--- config.mk ---
export PLATFORM = sky130hd
export DESIGN_NAME = tec1_top
export DESIGN_NICKNAME = d
export VERILOG_FILES = /design/src/shared/tec1_pkg.sv /design/src/logic/tec1_top.sv
export SDC_FILE = /design/constraint.sdc
export NUM_CORES = 1
export LEC_CHECK = 0
export ABC_CLOCK_PERIOD_IN_PS = 4560
export BUFFER_PORTS_ARGS = -buffer_cell sky130_fd_sc_hd__buf_2
export CAP_MARGIN = 25
export CORE_MARGIN = 10
export CORE_UTILIZATION = 25
export DETAILED_ROUTE_END_ITERATION = 7
export HOLD_SLACK_MARGIN = 0.06
export MAX_ROUTING_LAYER = met4
export PLACE_DENSITY = 0.47
export SYNTH_ARGS = -nofsm -noshare
export SYNTH_HDL_FRONTEND = slang
export SYNTH_SLANG_ARGS = --single-unit
--- constraint.sdc ---
create_clock -name clk -period 4.56 [get_ports clk]
set_input_delay 0.456 -clock clk [delete_from_list [all_inputs] [get_ports clk]]
set_output_delay 0.456 -clock clk [all_outputs]
set_load 0.02 [all_outputs]
--- src/shared/tec1_pkg.sv ---
package tec1_pkg;
  // ----------------------------------------------------------------
  // Register map (offsets 10H, 11H are word indices)
  // ----------------------------------------------------------------
  localparam logic [7:0] TEC1_IDX_COUNT = 8'h10;
  localparam logic [7:0] TEC1_IDX_CTRL = 8'h11;
  localparam logic [7:0] TEC1_IDX_INTERRUPT_CONTROL_REG = 8'h12;
  localparam logic [11:0] TEC1_ADDR_COUNT = {2'b00, TEC1_IDX_COUNT, 2'b00};
  localparam logic [11:0] TEC1_ADDR_CTRL = {2'b00, TEC1_IDX_CTRL, 2'b00};
  localparam logic [11:0] TEC1_ADDR_INTERRUPT_CONTROL_REG = {2'b00, TEC1_IDX_INTERRUPT_CONTROL_REG, 2'b00};
  // ----------------------------------------------------------------
  // Field positions
  // ----------------------------------------------------------------
  localparam int TEC1_EDGE_BIT = 3;
  localparam int TEC1_EN_BIT = 4;
  localparam int TEC1_SRC_BIT = 5;
  localparam int TEC1_FLAG_BIT = 6;
  localparam int TEC1_IE_BIT = 0;
  // ----------------------------------------------------------------
  // Reset values
  // ----------------------------------------------------------------
  localparam logic [7:0] TEC1_CTRL_RST = 8'h00;
  localparam logic [7:0] TEC1_COUNT_RST = 8'h00;
  localparam logic [7:0] TEC1_MAX = 8'hFF;
  localparam logic [4:0] TEC1_RTC_DIV = 5'h1F;
  localparam logic [7:0] TEC1_PRE_RST = 8'h00;

  typedef enum logic [1:0] {
    TEC1_M_NONE = 2'b00,
    TEC1_M_EVENT = 2'b01,
    TEC1_M_TIMER = 2'b10,
    TEC1_M_PULSE = 2'b11
  } tec1_mode_t;

  typedef struct packed {
    logic [7:0] ctrl;
    logic [7:0] preload;
    logic [7:0] count;
    logic [7:0] prescale;
    logic [4:0] rtc_div;
    logic ie;
    logic flag;
    logic in_s1;
    logic in_s2;
    logic in_d;
    logic pw_run;
    logic wake;
    logic irq;
    logic pready;
    logic [31:0] prdata;
  } tec1_state_t;
endpackage

--- src/logic/tec1_top.sv ---
`timescale 1ns/1ps
// Notes on behaviour
// RULE1: Source bit 0 picks system clock, 1 picks the real-time clock.
// RULE2: Prescaler divides source by 2 (code 000) up to 256 (code 111).
// RULE3: Mode 01 event count, 10 timer, 11 pulse width, 00 idle.
// RULE4: Event mode counts transitions of the external input pin.
// RULE5: Timer and pulse-width modes count the prescaled clock.
// RULE6: Event mode polarity 1 counts falling edges, 0 rising edges.
// RULE7: Event and timer modes count up from current value to FFH.
// RULE8: Overflow reloads from preload and sets the request flag bit 6.
// RULE9: Counting runs only while enable bit 4 of control is 1.
// RULE10: Pulse mode polarity 1 starts on rise, stops on fall; 0 reversed.
// RULE11: Pulse measurement starts on an edge, not on a level.
// RULE12: End of a pulse measurement clears the enable bit itself.
// RULE13: Captured count is held until software enables again.
// RULE14: Pulse mode overflow reloads and requests like other modes.
// RULE15: Event and timer modes never clear enable by themselves.
// RULE16: Write while enabled updates only preload; count runs on.
// RULE17: Every count write replaces preload; latest write wins.
// RULE18: Write while disabled loads both preload and counter.
// RULE19: Reading count register returns the counter, not the preload.
// RULE20: Counting is blocked during a count register read.
// RULE21: Overflow gives a wake-up pulse out of halt.
// RULE22: Interrupt enable 0 keeps the overflow off the interrupt line.
// RULE23: Selected source feeds the prescaler directly.
// RULE24: Pin is synchronised before edge detection, one event per edge.
module tec1_top
  import tec1_pkg::*;
(
  input wire logic clk,
  input wire logic rst_b,
  input wire logic rtc_tick,
  input wire logic counter_value_and_input_pin,
  input wire logic psel,
  input wire logic penable,
  input wire logic pwrite,
  input wire logic [11:0] paddr,
  input wire logic [31:0] pwdata,
  output logic [31:0] prdata,
  output logic pready,
  output logic pslverr,
  output logic overflow_request_flag,
  output logic overflow_irq,
  output logic wake_pulse
);
  tec1_state_t s_r;
  tec1_state_t s_nxt;

  // ----------------------------------------------------------------
  // Decode helpers
  // ----------------------------------------------------------------
  tec1_mode_t mode;
  logic en;
  logic pol;
  logic src_tick;
  logic pre_tick;
  logic rise;
  logic fall;
  logic acc;
  logic wr;
  logic rd_cnt;
  logic wr_cnt;
  logic adv;
  logic ovf;
  logic pw_start;
  logic pw_stop;
  logic [7:0] pre_inc;

  assign mode = tec1_mode_t'(s_r.ctrl[7:6]);
  assign en = s_r.ctrl[TEC1_EN_BIT];
  assign pol = s_r.ctrl[TEC1_EDGE_BIT];
  assign acc = psel & penable & ~s_r.pready;
  assign wr = acc & pwrite;
  assign wr_cnt = wr & (paddr == TEC1_ADDR_COUNT);
  // Block counting over the whole read transfer
  assign rd_cnt = psel & ~pwrite & (paddr == TEC1_ADDR_COUNT); // RULE20
  assign rise = s_r.in_s2 & ~s_r.in_d; // RULE24
  assign fall = ~s_r.in_s2 & s_r.in_d; // RULE24
  // System source ticks every cycle; RTC source waits for its pulse
  assign src_tick = s_r.ctrl[TEC1_SRC_BIT] ? rtc_tick : 1'b1; // RULE1
  assign pre_inc = s_r.prescale + (src_tick ? 8'h01 : 8'h00); // RULE23
  // Ratio 2^(code+1): tick when low code+1 bits wrap to zero
  always_comb begin
    pre_tick = 1'b0;
    if (src_tick) begin
      pre_tick = 1'b1;
      for (int i = 0; i < 8; i++) begin
        if (i <= int'(s_r.ctrl[2:0]) && pre_inc[i]) begin
          pre_tick = 1'b0; // RULE2
        end
      end
    end
  end

  assign pw_start = (mode == TEC1_M_PULSE) & en & ~s_r.pw_run &
                    (pol ? rise : fall); // RULE10 RULE11
  assign pw_stop = (mode == TEC1_M_PULSE) & en & s_r.pw_run &
                   (pol ? fall : rise); // RULE10

  always_comb begin
    adv = 1'b0;
    case (mode)
      TEC1_M_EVENT: adv = pol ? fall : rise; // RULE4 RULE6
      TEC1_M_TIMER: adv = pre_tick; // RULE5
      TEC1_M_PULSE: adv = pre_tick & s_r.pw_run & ~pw_stop; // RULE5
      default: adv = 1'b0; // RULE3
    endcase
    adv = adv & en & ~rd_cnt; // RULE9 RULE20
  end
  assign ovf = adv & (s_r.count == TEC1_MAX); // RULE7

  // ----------------------------------------------------------------
  // Next state
  // ----------------------------------------------------------------
  always_comb begin
    s_nxt = s_r;
    s_nxt.in_s1 = counter_value_and_input_pin;
    s_nxt.in_s2 = s_r.in_s1;
    s_nxt.in_d = s_r.in_s2;
    s_nxt.wake = ovf; // RULE21
    s_nxt.pready = acc;
    if (src_tick) begin
      s_nxt.prescale = pre_inc;
    end
    if (adv) begin
      s_nxt.count = ovf ? s_r.preload : s_r.count + 8'h01; // RULE7 RULE8 RULE14
    end
    if (pw_start) begin
      s_nxt.pw_run = 1'b1;
    end
    if (pw_stop) begin
      s_nxt.pw_run = 1'b0;
      s_nxt.ctrl[TEC1_EN_BIT] = 1'b0; // RULE12 RULE13 RULE15
    end
    if (wr_cnt) begin
      s_nxt.preload = pwdata[7:0]; // RULE16 RULE17
      if (!en) begin
        s_nxt.count = pwdata[7:0]; // RULE18
      end
    end
    if (wr && paddr == TEC1_ADDR_CTRL) begin
      s_nxt.ctrl = pwdata[7:0];
      s_nxt.pw_run = 1'b0;
    end
    if (wr && paddr == TEC1_ADDR_INTERRUPT_CONTROL_REG) begin
      s_nxt.ie = pwdata[TEC1_IE_BIT];
      s_nxt.flag = pwdata[TEC1_FLAG_BIT];
    end
    if (ovf) begin
      s_nxt.flag = 1'b1; // RULE8
    end
    s_nxt.irq = s_nxt.flag & s_nxt.ie; // RULE22
    s_nxt.prdata = 32'h0000_0000;
    if (acc && !pwrite) begin
      case (paddr)
        TEC1_ADDR_COUNT: s_nxt.prdata = {24'h000000, s_r.count}; // RULE19
        TEC1_ADDR_CTRL: s_nxt.prdata = {24'h000000, s_r.ctrl};
        TEC1_ADDR_INTERRUPT_CONTROL_REG: s_nxt.prdata = {25'h0000000, s_r.flag,
                                        5'h00, s_r.ie};
        default: s_nxt.prdata = 32'h0000_0000;
      endcase
    end
  end

  // ----------------------------------------------------------------
  // State register
  // ----------------------------------------------------------------
  always_ff @(posedge clk or negedge rst_b) begin
    if (!rst_b) begin
      s_r <= '0;
    end else begin
      s_r <= s_nxt;
    end
  end

  assign prdata = s_r.prdata;
  assign pready = s_r.pready;
  assign pslverr = 1'b0;
  assign overflow_request_flag = s_r.flag;
  assign overflow_irq = s_r.irq;
  assign wake_pulse = s_r.wake;
endmodule

==> results of run 1 <==
-- critical path, delay by kind of cell (launching register included) --
kind	cells	cell delay [ns]
AO/OA/AOI/OAI	3	0.81
adder cells (fa/ha/maj)	2	0.46
buffers and inverters	1	0.23
flip-flops	1	0.42
AND/OR/NAND/NOR	5	1.42
-- layer usage --
layer | global-route usage, % | vias to the layer above
li1 | - | 978
met1 | 11.05 | 962
met2 | 12.78 | 71
met3 | 2.681 | 8
met4 | 3.564 | 0
met5 | - | -
-- synthesized netlist by cell type, types with 3 or more instances --
library cell / number / share of area (%)
a21oi_1: 13 / 2.4
a31oi_1: 3 / 0.68
buf_4: 33 / 9.0
clkbuf_1: 5 / 0.68
dfrtp_1: 49 / 45
ha_1: 4 / 1.8
inv_1: 8 / 1.1
mux2_2: 17 / 7.0
mux2i_1: 10 / 3.6
nand2_1: 34 / 4.6
nand3_1: 8 / 1.5
nand4_1: 3 / 0.68
nor2_1: 18 / 2.5
nor3_1: 6 / 1.1
o211ai_1: 3 / 0.82
o21ai_0: 11 / 2.0
xnor2_1: 4 / 1.3
xor2_1: 4 / 1.3
-- area by class of cell --
type,count,share of cell area [%]
Timing Repair Buffer,39,6.540
Clock inverter,2,0.4553
Inverter,8,0.9934
Tap cell,140,5.795
Multi-Input combinational cell,205,42.92
Sequential cell,49,40.56
Clock buffer,6,2.732
-- worst min-delay path by stage --
stage                                      startpoint                  end  slack [ns]
final                                           rst_b  s_nxt[37]$_DFF_PN0_        0.23
after global routing      counter_value_and_input_pin  s_nxt[37]$_DFF_PN0_        0.23
after CTS                 counter_value_and_input_pin  s_nxt[37]$_DFF_PN0_        0.24
after detailed placement          s_nxt[37]$_DFF_PN0_  s_nxt[36]$_DFF_PN0_        0.34
after global placement            s_nxt[37]$_DFF_PN0_  s_nxt[36]$_DFF_PN0_        0.34
after floorplan                                 rst_b       en$_DFFE_PN0N_        0.16
-- power by group through the flow --
stage                     registers, mW  clock network (mW)  logic [mW]
after CTS                         0.511               0.289       0.113
after floorplan                   0.507                   0      0.0958
after detailed placement          0.519                   0       0.113
final                             0.510               0.275       0.112
after global placement            0.518                   0       0.112
after global routing              0.518               0.307       0.128
-- registers in the layout, summed over array words and instances, names as in the netlist --
signal                 cells
s_nxt                      2
prdata                     8
s_r                       31
overflow_request_flag      1
mode                       2
wake_pulse                 1
overflow_irq               1
pready                     1
en                         1
pol                        1
-- stage by stage --
step	total power, mW	setup slack, ns	util [%]	hold slack, ns	instances
global placement	0.6304	0.9959	27.12	0.3382	441
CTS	0.9126	1.067	28.01	0.2374	449
floorplan	0.6029	1.711	-	0.1604	302
finish	0.8974	1.099	28.01	0.2332	449
detailed placement	0.6315	0.9845	27.12	0.3393	441
global route	0.9526	0.7564	28.01	0.2319	449
-- cell families after synthesis --
kind of cell / after synthesis
AOI/OAI and AO/OA: 51
xor gates and xnor gates: 8
adders and majority gates: 4
buffers and inverters: 48
DFF: 49
muxes: 27
other: 1
and+or+nand+nor: 90
==> summary.txt, run 1 <==
Run status
  – Status: finished clean

Place
  – Final Wtd Congestion: 0.7834
  – Area of placed instances: 2927 µm²
  – Dpl hpwl: 4961 µm
  – Port bufs: 38

Timing
  – Rel. slew slack: 53.88%
  – Final slew viol count: 0
  – F_max: 0.2889 GHz
  – Final Skew: 0.008372 ns
  – Tcrit/Tclk final: 75.90%
  – Setup TNS Final: 0 ns
  – Worst slew pin tran: 0.6896 ns
  – RSZ-0062 raised after global routing: false
  – Setup Viol. Count Final: 0
  – Hold Vio Cnt, Final: 0
  – Post-route minimum period: 3.461 ns

Yosys
  – Post-synth ARST share: 100.0%
  – Simple-gate portion of the synthesized area: 16.27%
  – Yosys cell types: 52
  – Adder-Cell Fraction of Synth Area: 1.823%
  – Synth Instances: 278
  – Flops & latches, synth: 49
  – Post-synth top flop: dfrtp_1
  – Seq/Total Area, Yosys: 44.67%
  – Post-synth EDFFs: 0
  – Syn Std Cell Area: 2745 µm²
  – Multiplexer area fraction after synthesis: 10.62%
  – YS warnings: 0
  – Synth Area per Inst: 9.875 µm²
  – XOR/XNOR share of the synthesized area: 2.552%
  – Main combinational cell family by area after synthesis: simple AND/OR/NAND/NOR gates
  – Compound-Gate Fraction of Synth Area: 12.58%

Routing
  – DRC errors left: 0
  – Total wire length: 6578 µm
  – Number of DRC markers in iteration 0: 121
  – Wire length per cell: 14.65 µm
  – Via density: 4.497
  – DR pass1 iterations: 4
  – Via count: 2,019
  – Post-DRT Antenna Nets: 0
  – Wl on met1: 3167 µm
  – Routed length on met3: 451 µm
  – DR WL met2: 2849 µm
  – Max Used Layer: met4

Power and ir drop
  – Logic pwr share: 12.5%
  – Switch Pwr: 0.2629 mW
  – Pwr per Cell Area: 296.9 nW/µm²
  – Share of total power in the clock network: 30.7%
  – Switching portion of total power: 29.29%
  – P_int: 0.6346 mW
  – Worst IR Drop VDD: 92.07 µV
  – Pleak: 1.457 nW
  – Sequential Power Share: 56.8%

Clock network
  – Clk Latency, worst-skew pair: 0.31 ns
  – CTS resizes: 0
  – Clock Tree Root: clkbuf_8
  – Setup Buffers After CTS: 0
  – Num CTS Buffers: 5
  – Worst-case clock buffer depth: 2
  – Cts hold-fix bufs: 0
  – TritonCTS clock tree: yes
  – H-tree Lvls: 2
  – Clock-pin slew on the worst setup and hold paths: 0.09 ns
  – Sink Count: 49

Cells and area
  – Most common cell after layout, fill and taps aside: dfrtp_1
  – Share of layout cells above drive strength 1: 22.65%
  – Layout area overhead: 10.12%
  – Area of the multi-input gates: 1297 µm²
  – Layout Nets: 363
  – FILL cells: 1,160
  – Reg area: 1226 µm²
  – Commonest cells after routing, fill and taps aside: dfrtp_1 (49), buf_2 (38), nand2_1 (34)
  – Post-route cell area: 3023 µm²
  – Antenna diode count: 0

Die
  – Die ar.: 15,570 µm²
  – Die Ht: 124.8 µm
  – Core Box Area: 10,790 µm²
  – Die W: 124.8 µm
  – Row count: 38
  – Starting Density: 25.43%
  – Top-level I/O count: 88

Critical path
  – CP Capture Point: s_r[55]$_DFF_PN0_
  – FF-to-FF End: s_r[55]$_DFF_PN0_
  – CP required: 4.76 ns
  – Critical Path Source: s_r[75]$_DFFE_PN0P_
  – Worst setup EP type: flop
  – Reg2Reg Depth: 11
  – FF-to-FF Start: s_r[75]$_DFFE_PN0P_
  – Crit path cell chain: nor2b_1 -> inv_1 -> ha_1 -> ha_1 -> nand3_1 -> a211o_1 -> nand3_1 -> o41a_1 -> nor3_4 -> nor2_1 -> a221o_1
  – Startpoint types: flop
  – Crit path DAT: 3.66 ns
  – CP max stage delay: 0.60 ns
  – Max FO, Critical Path: 16
  – Flop-to-flop setup slack: 1.10 ns
  – Worst path slowest cell: nor3_4
  – Kind of critical path: flop to flop

Worst hold path
  – Hold Path Class: primary input to asynchronous set/reset pin

Global route
  – Grt ovf: 0
  – Vias in the first global route: 2,095
  – GR Util All Layers: 8.774%
  – Initial antenna violation count: 0
  – Largest net degree at the start of global routing: 50
  – First-pass GRT wire length: 11,080 µm

Run
  – Max-capacitance violation count: 0
Power figures use the tool's default switching activity.
==> run 2: changes to the inputs <==
--- a/config.mk
+++ b/config.mk
@@ -5,7 +5,7 @@
 export SDC_FILE = /design/constraint.sdc
 export NUM_CORES = 1
 export LEC_CHECK = 0
-export ABC_CLOCK_PERIOD_IN_PS = 4560
+export ABC_CLOCK_PERIOD_IN_PS = 2850
 export BUFFER_PORTS_ARGS = -buffer_cell sky130_fd_sc_hd__buf_2
 export CAP_MARGIN = 25
 export CORE_MARGIN = 10
@@ -13,7 +13,7 @@
 export DETAILED_ROUTE_END_ITERATION = 7
 export HOLD_SLACK_MARGIN = 0.06
 export MAX_ROUTING_LAYER = met4
-export PLACE_DENSITY = 0.47
+export PLACE_DENSITY = 0.49
 export SYNTH_ARGS = -nofsm -noshare
 export SYNTH_HDL_FRONTEND = slang
 export SYNTH_SLANG_ARGS = --single-unit
==> constraint.sdc (replaced) <==
create_clock -name clk -period 2.85 [get_ports clk]
set_input_delay 0.285 -clock clk [delete_from_list [all_inputs] [get_ports clk]]
set_output_delay 0.285 -clock clk [all_outputs]
set_load 0.02 [all_outputs]
==> run 2 against run 1 <==
Compared with the run above:
- sequential cell count stayed put
- non-clock buffer count is 5 higher
- via count is 1.8% higher
- cell area is 1.5% higher
- first-iteration DRC count is 8.3% higher
- worst setup slack worse by 0.95 ns
- critical path depth stayed put
- clock power is 55% higher
- largest power group unchanged
==> summary.txt, run 2 (synthesis gave the netlist of run 1 again) <==
Run status
  – Status: finished clean

Routing
  – Total wire length: 6578 µm
  – DR pass1 iterations: 4
  – Post-DRT Antenna Nets: 0
  – Wire length per cell: 14.52 µm
  – Via count: 2,055
  – Via density: 4.536
  – Number of DRC markers in iteration 0: 131
  – DRC errors left: 0

Global route
  – GR Util All Layers: 8.901%
  – Met3 Usage GRT: 3.617%
  – Met2 Resource Use GR: 12.66%
  – Largest net degree at the start of global routing: 38
  – Vias in the first global route: 2,146
  – Met1 Usage GRT: 11.25%
  – Grt ovf: 0
  – GRT Max-Usage Layer: met2
  – Initial antenna violation count: 0
  – First-pass GRT wire length: 11,270 µm

Timing
  – Final slew viol count: 0
  – Tcrit/Tclk final: 94.77%
  – Final Skew: 0.01019 ns
  – Rel. slew slack: 43.42%
  – Setup Viol. Count Final: 0
  – Post-route minimum period: 2.701 ns
  – F_max: 0.3702 GHz
  – Worst slew pin tran: 0.8487 ns
  – Hold Vio Cnt, Final: 0

Cells and area
  – Layout Nets: 368
  – Share of layout cells above drive strength 1: 23.64%
  – Reg area: 1226 µm²
  – Max reg flops: 31
  – Antenna diode count: 0
  – Post-route cell area: 3068 µm²
  – Layout area overhead: 11.76%
  – Utilization after layout: 28.43%
  – Most flops, register: s_r
  – Area of the multi-input gates: 1303 µm²
  – FILL cells: 1,162
  – Commonest cells after routing, fill and taps aside: dfrtp_1 (49), buf_2 (38), nand2_1 (34)
  – Most common cell after layout, fill and taps aside: dfrtp_1

Power and ir drop
  – Pleak: 1.478 nW
  – Logic pwr share: 12.8%
  – Pwr per Cell Area: 465.0 nW/µm²
  – Switch Pwr: 0.4140 mW
  – Share of total power in the clock network: 29.9%
  – P_int: 1.013 mW
  – Sequential Power Share: 57.3%
  – Switching portion of total power: 29.02%
  – Worst IR Drop VDD: 200.3 µV

Critical path
  – Reg2Reg Depth: 11
  – FF-to-FF End: s_r[55]$_DFF_PN0_
  – Kind of critical path: flop to flop
  – Startpoint types: flop
  – Crit path DAT: 2.89 ns
  – FF-to-FF Start: s_r[75]$_DFFE_PN0P_
  – CP required: 3.04 ns
  – Worst setup EP type: flop
  – Flop-to-flop setup slack: 0.15 ns
  – Max FO, Critical Path: 16

Die
  – Die Ht: 124.8 µm
  – Core Box Area: 10,790 µm²
  – Die W: 124.8 µm
  – Die ar.: 15,570 µm²
  – Starting Density: 25.43%
  – Row count: 38
  – Top-level I/O count: 88

Run
  – Max-capacitance violation count: 0

Clock network
  – TritonCTS clock tree: yes
  – Clk Latency, worst-skew pair: 0.30 ns
  – Worst-case clock buffer depth: 2
  – Clock-pin slew on the worst setup and hold paths: 0.09 ns
  – H-tree Lvls: 2
  – Num CTS Buffers: 5
  – Clock Tree Root: clkbuf_8
  – Sink Count: 49

Worst hold path
  – Hold Path Class: primary input to asynchronous set/reset pin

Place
  – Dpl hpwl: 4998 µm
  – Area of placed instances: 2969 µm²
  – Final Wtd Congestion: 0.7865
  – Port bufs: 38
[run 2: cell count changes in the layout (fill, tap and decap cells not counted)]
cell      previous run  this run
nand3_2              0         1
clkinv_4             1         0
buf_12               0         1
buf_4                1         5
clkinv_2             1         0
clkbuf_1             0         1
nand3_1              8         7
[run 2: worst max-delay path by stage]
| stage | endpoint | from | cells after the start | slack, ns |
|---|---|---|---|---|
| 3_5_place_dp | s_r[55]$_DFF_PN0_ | s_r[75]$_DFFE_PN0P_ | 12 | 0.16 |
| 5_1_grt | s_r[55]$_DFF_PN0_ | s_r[75]$_DFFE_PN0P_ | 11 | -0.01 |
| 4_1_cts | s_r[55]$_DFF_PN0_ | s_r[75]$_DFFE_PN0P_ | 12 | 0.12 |
| 6_report | s_r[55]$_DFF_PN0_ | s_r[75]$_DFFE_PN0P_ | 11 | 0.15 |
| 2_1_floorplan | s_r[55]$_DFF_PN0_ | s_r[75]$_DFFE_PN0P_ | 12 | 0.1 |
| 3_3_place_gp | s_r[61]$_DFF_PN0_ | s_r[75]$_DFFE_PN0P_ | 12 | 0.15 |
[run 2: area by class of cell]
type | count | area share [%]
clock buffer | 7 | 2.814
inverter | 8 | 0.9788
multi-input combinational | 205 | 42.46
timing repair buffer | 44 | 8.075
sequential | 49 | 39.97
tap | 140 | 5.710
[run 2: worst max-delay path, cell delays in order, from the launching register on]
cell     delay [ns]
dfrtp_1        0.43
nor2b_1        0.19
inv_1          0.10
ha_1           0.19
ha_1           0.32
a22oi_1        0.21
nand3_1        0.09
o41a_1         0.36
nor3_4         0.21
buf_12         0.17
nor2_1         0.06
a221o_1        0.25
[run 2: through the flow]
stage                     setup TNS [ns]  hold slack [ns]  setup slack [ns]  cells  power, mW
final                                  0          0.07690            0.1491    453      1.427
after global routing            -0.01747          0.07522          -0.01282    453      1.505
after CTS                              0          0.07855            0.1207    452      1.446
after detailed placement               0           0.3442            0.1553    445      1.012
after global placement                 0           0.3401            0.1460    445      1.010
after floorplan                        0         -0.01059           0.09854    302     0.9646
[run 2: metal layers]
metal,part of all wire [%],up-vias
li1,-,990
met1,47,987
met2,43,64
met3,7.9,14
met4,1.9,0
met5,0,-
[run 2: timing repair]
| action | in CTS | in global routing |
|---|---|---|
| hold buffers | 0 | 0 |
| hold endpoints to repair | 0 | 0 |
| endpoints found under the setup margin | 0 | 3 |
| resized for setup | 0 | 1 |
| setup buffers | 0 | 1 |
[run 2: power groups by stage]
stage               clock network (mW)  logic [mW]  registers [mW]
floorplan                            0       0.153           0.811
detailed placement                   0       0.183           0.828
global placement                     0       0.181           0.829
global route                     0.473       0.206           0.826
finish                           0.426       0.183           0.817
CTS                              0.447       0.184           0.815
==> run 3: changes to the inputs <==
--- a/config.mk
+++ b/config.mk
@@ -5,15 +5,18 @@
 export SDC_FILE = /design/constraint.sdc
 export NUM_CORES = 1
 export LEC_CHECK = 0
+export ABC_AREA = 1
 export ABC_CLOCK_PERIOD_IN_PS = 2850
 export BUFFER_PORTS_ARGS = -buffer_cell sky130_fd_sc_hd__buf_2
 export CAP_MARGIN = 25
+export CORE_ASPECT_RATIO = 1.4
 export CORE_MARGIN = 10
 export CORE_UTILIZATION = 25
+export CTS_BUF_LIST = sky130_fd_sc_hd__clkbuf_4 sky130_fd_sc_hd__clkbuf_8 sky130_fd_sc_hd__clkbuf_16
 export DETAILED_ROUTE_END_ITERATION = 7
 export HOLD_SLACK_MARGIN = 0.06
 export MAX_ROUTING_LAYER = met4
-export PLACE_DENSITY = 0.49
+export PLACE_DENSITY = 0.48
 export SYNTH_ARGS = -nofsm -noshare
 export SYNTH_HDL_FRONTEND = slang
 export SYNTH_SLANG_ARGS = --single-unit
==> run 3 against run 2 <==
Compared with the run above:
- power up 12%
- via count rose by 12%
- critical path depth up 3
- wire length increased by 8.1%
- combinational power increased by 21%
- die area increased by 5.8%
- critical path type unchanged
- sequential cell count did not move
- synthesized area is 6.5% higher
- sequential power fell by 0.9%
- clock power is 32% higher
- clock skew shrank 0.0033 ns
- worst setup slack better by 0.47 ns
==> summary.txt, run 3 <==
Routing
  – Post-DRT Antenna Nets: 0
  – Total wire length: 7111 µm
  – DR pass1 iterations: 4
  – Via count: 2,292
  – Via density: 4.167
  – Number of DRC markers in iteration 0: 108
  – DRC errors left: 0
  – Wire length per cell: 12.93 µm

Timing
  – Hold Vio Cnt, Final: 0
  – Worst slew pin tran: 0.7903 ns
  – Tcrit/Tclk final: 78.12%
  – Final slew viol count: 0
  – RSZ-0062 raised after global routing: false
  – F_max: 0.4491 GHz
  – Setup slack after layout: 0.6236 ns
  – Setup Viol. Count Final: 0
  – Post-route minimum period: 2.226 ns
  – Setup TNS Final: 0 ns
  – Final Skew: 0.006902 ns
  – Rel. slew slack: 47.31%

Cells and area
  – Max reg flops: 31
  – Most common cell after layout, fill and taps aside: nand2_1
  – Share of layout cells above drive strength 1: 17.00%
  – FILL cells: 1,295
  – Layout area overhead: 11.69%
  – Most flops, register: s_r
  – Utilization after layout: 28.65%
  – Layout Nets: 462
  – Commonest cells after routing, fill and taps aside: nand2_1 (89), inv_1 (57), dfrtp_1 (49)
  – Antenna diode count: 0

Critical path
  – Worst path slowest cell: dfrtp_1
  – Top Family by Delay on Critical Path: simple AND/OR/NAND/NOR gates
  – CP max stage delay: 0.40 ns
  – Max FO, Critical Path: 9
  – Crit path cell chain: nand2_2 -> ha_1 -> ha_1 -> nand2_1 -> nand3_1 -> nor2_1 -> nand3_1 -> nor2_1 -> nand3_2 -> nand2_4 -> nand2_4 -> clkinv_2 -> nand2_2 -> a21boi_2
  – Startpoint types: flop
  – Worst setup EP type: flop
  – CP required: 3.07 ns
  – Kind of critical path: flop to flop
  – Crit path DAT: 2.44 ns
  – Buf+Inv Stages, Crit Path: 1

Global route
  – Largest net degree at the start of global routing: 35
  – GR Util All Layers: 8.997%
  – Vias in the first global route: 2,398
  – Initial antenna violation count: 0
  – First-pass GRT wire length: 11,690 µm
  – Grt ovf: 0

Yosys
  – Synth area leaders: dfrtp_1 (42%), nand2_1 (11%), buf_4 (8.7%), inv_1 (7.3%), o21ai_0 (5.8%)
  – Flops & latches, synth: 49
  – Yosys cell types: 40
  – Yosys top cell area share: 41.95%
  – Cell with the most instances after synthesis: nand2_1
  – Synth Instances: 372
  – Leading area contributor after synthesis: dfrtp_1
  – Post-synth top flop: dfrtp_1
  – Synth Area per Inst: 7.857 µm²
  – Post-synth EDFFs: 0
  – Post-synth ARST share: 100.0%
  – Seq/Total Area, Yosys: 41.95%
  – Syn Std Cell Area: 2923 µm²
  – Synth top cells by count: nand2_1 (89), inv_1 (57), dfrtp_1 (49), buf_4 (34), o21ai_0 (34)
  – YS warnings: 0

Clock network
  – Clk Latency, worst-skew pair: 0.29 ns
  – H-tree Lvls: 2
  – TritonCTS clock tree: yes
  – Sink Count: 49
  – Num CTS Buffers: 5
  – CTS resizes: 0
  – Clock-pin slew on the worst setup and hold paths: 0.06 ns
  – Cts hold-fix bufs: 0
  – Worst-case clock buffer depth: 2
  – Clock Tree Root: clkbuf_16
  – Setup Buffers After CTS: 0

Place
  – Port bufs: 38
  – Final Wtd Congestion: 0.7800
  – Dpl hpwl: 5846 µm
  – DP Worst Slack: 0.5855 ns

Die
  – Core Box Area: 11,400 µm²
  – Die ar.: 16,480 µm²
  – Row count: 46
  – Top-level I/O count: 88
  – Die W: 111.4 µm
  – Die Ht: 147.9 µm
  – Starting Density: 25.65%

Worst hold path
  – Hold Path Class: primary input to asynchronous set/reset pin

Run status
  – Status: finished clean

Run
  – Max-capacitance violation count: 0

Power and ir drop
  – Worst IR Drop VDD: 200.0 µV
  – Pwr per Cell Area: 489.0 nW/µm²
  – Pleak: 1.657 nW
## run 3: area by class of cell
cell class	count	area [µm²]	share of cell area, %
inverter	61	230.2	7.053
tap	144	180.2	5.519
clock buffer	5	125.1	3.833
sequential	49	1226	37.56
multi-input combinational	250	1292	39.59
timing repair buffer	40	205.2	6.286
clock inverter	1	5.005	0.1533
## run 3: path summary, 6_finish.rpt
kind | cells after the start | slack (ns) | start | end
worst max-delay path | 14 | 0.62 | s_r[75]$_DFFE_PN0P_ | overflow_irq$_DFF_PN0_
worst min-delay path | 1 | 0.08 | rst_b | prdata[6]$_DFF_PN0_
worst max register to register | 14 | 0.62 | s_r[75]$_DFFE_PN0P_ | overflow_irq$_DFF_PN0_
worst min register to register | 0 | 0.35 | s_nxt[37]$_DFF_PN0_ | s_nxt[36]$_DFF_PN0_
max in group asynchronous | 2 | 2.13 | rst_b | s_r[47]$_DFFE_PN0N_
min in group clk | 1 | 0.11 | counter_value_and_input_pin | s_nxt[37]$_DFF_PN0_
## run 3: kinds of logic (layout without fill, tap and decap cells)
group | count (synthesis) | in the layout | share of synthesized area (%)
and+or+nand+nor | 154 | 154 | 25.60
buffers and inverters | 97 | 107 | 16.91
AOI/OAI and AO/OA | 59 | 59 | 11.17
DFF | 49 | 49 | 41.95
xor gates and xnor gates | 6 | 6 | 1.798
adders and majority gates | 4 | 4 | 1.712
muxes | 2 | 2 | 0.7277
other | 1 | 25 | 0.1283
## run 3: per-stage QoR
stage               std cells  hold slack, ns  cell area, µm²  power (mW)
floorplan                 396        -0.01059            3013      0.9914
global placement          544          0.3456            3134       1.039
detailed placement        544          0.3379            3134       1.046
CTS                       550          0.1053            3264       1.620
global route              550          0.1044            3264       1.684
finish                    550         0.08193            3264       1.596
## run 3: per-layer routing
layer	up-vias	GRT usage, %	wire length, µm
met5	-	-	0
met4	0	3.479	172
met3	11	2.106	219
met2	41	16.95	3948
li1	1191	-	-
met1	1049	8.636	2770
## run 3: power by group
group / total [mW] / leakage (nW) / internal, mW / switching (mW)
logic: 0.222 / 0.943 / 0.0711 / 0.151
registers: 0.810 / 0.648 / 0.749 / 0.0603
clock network: 0.564 / 0.0655 / 0.314 / 0.250
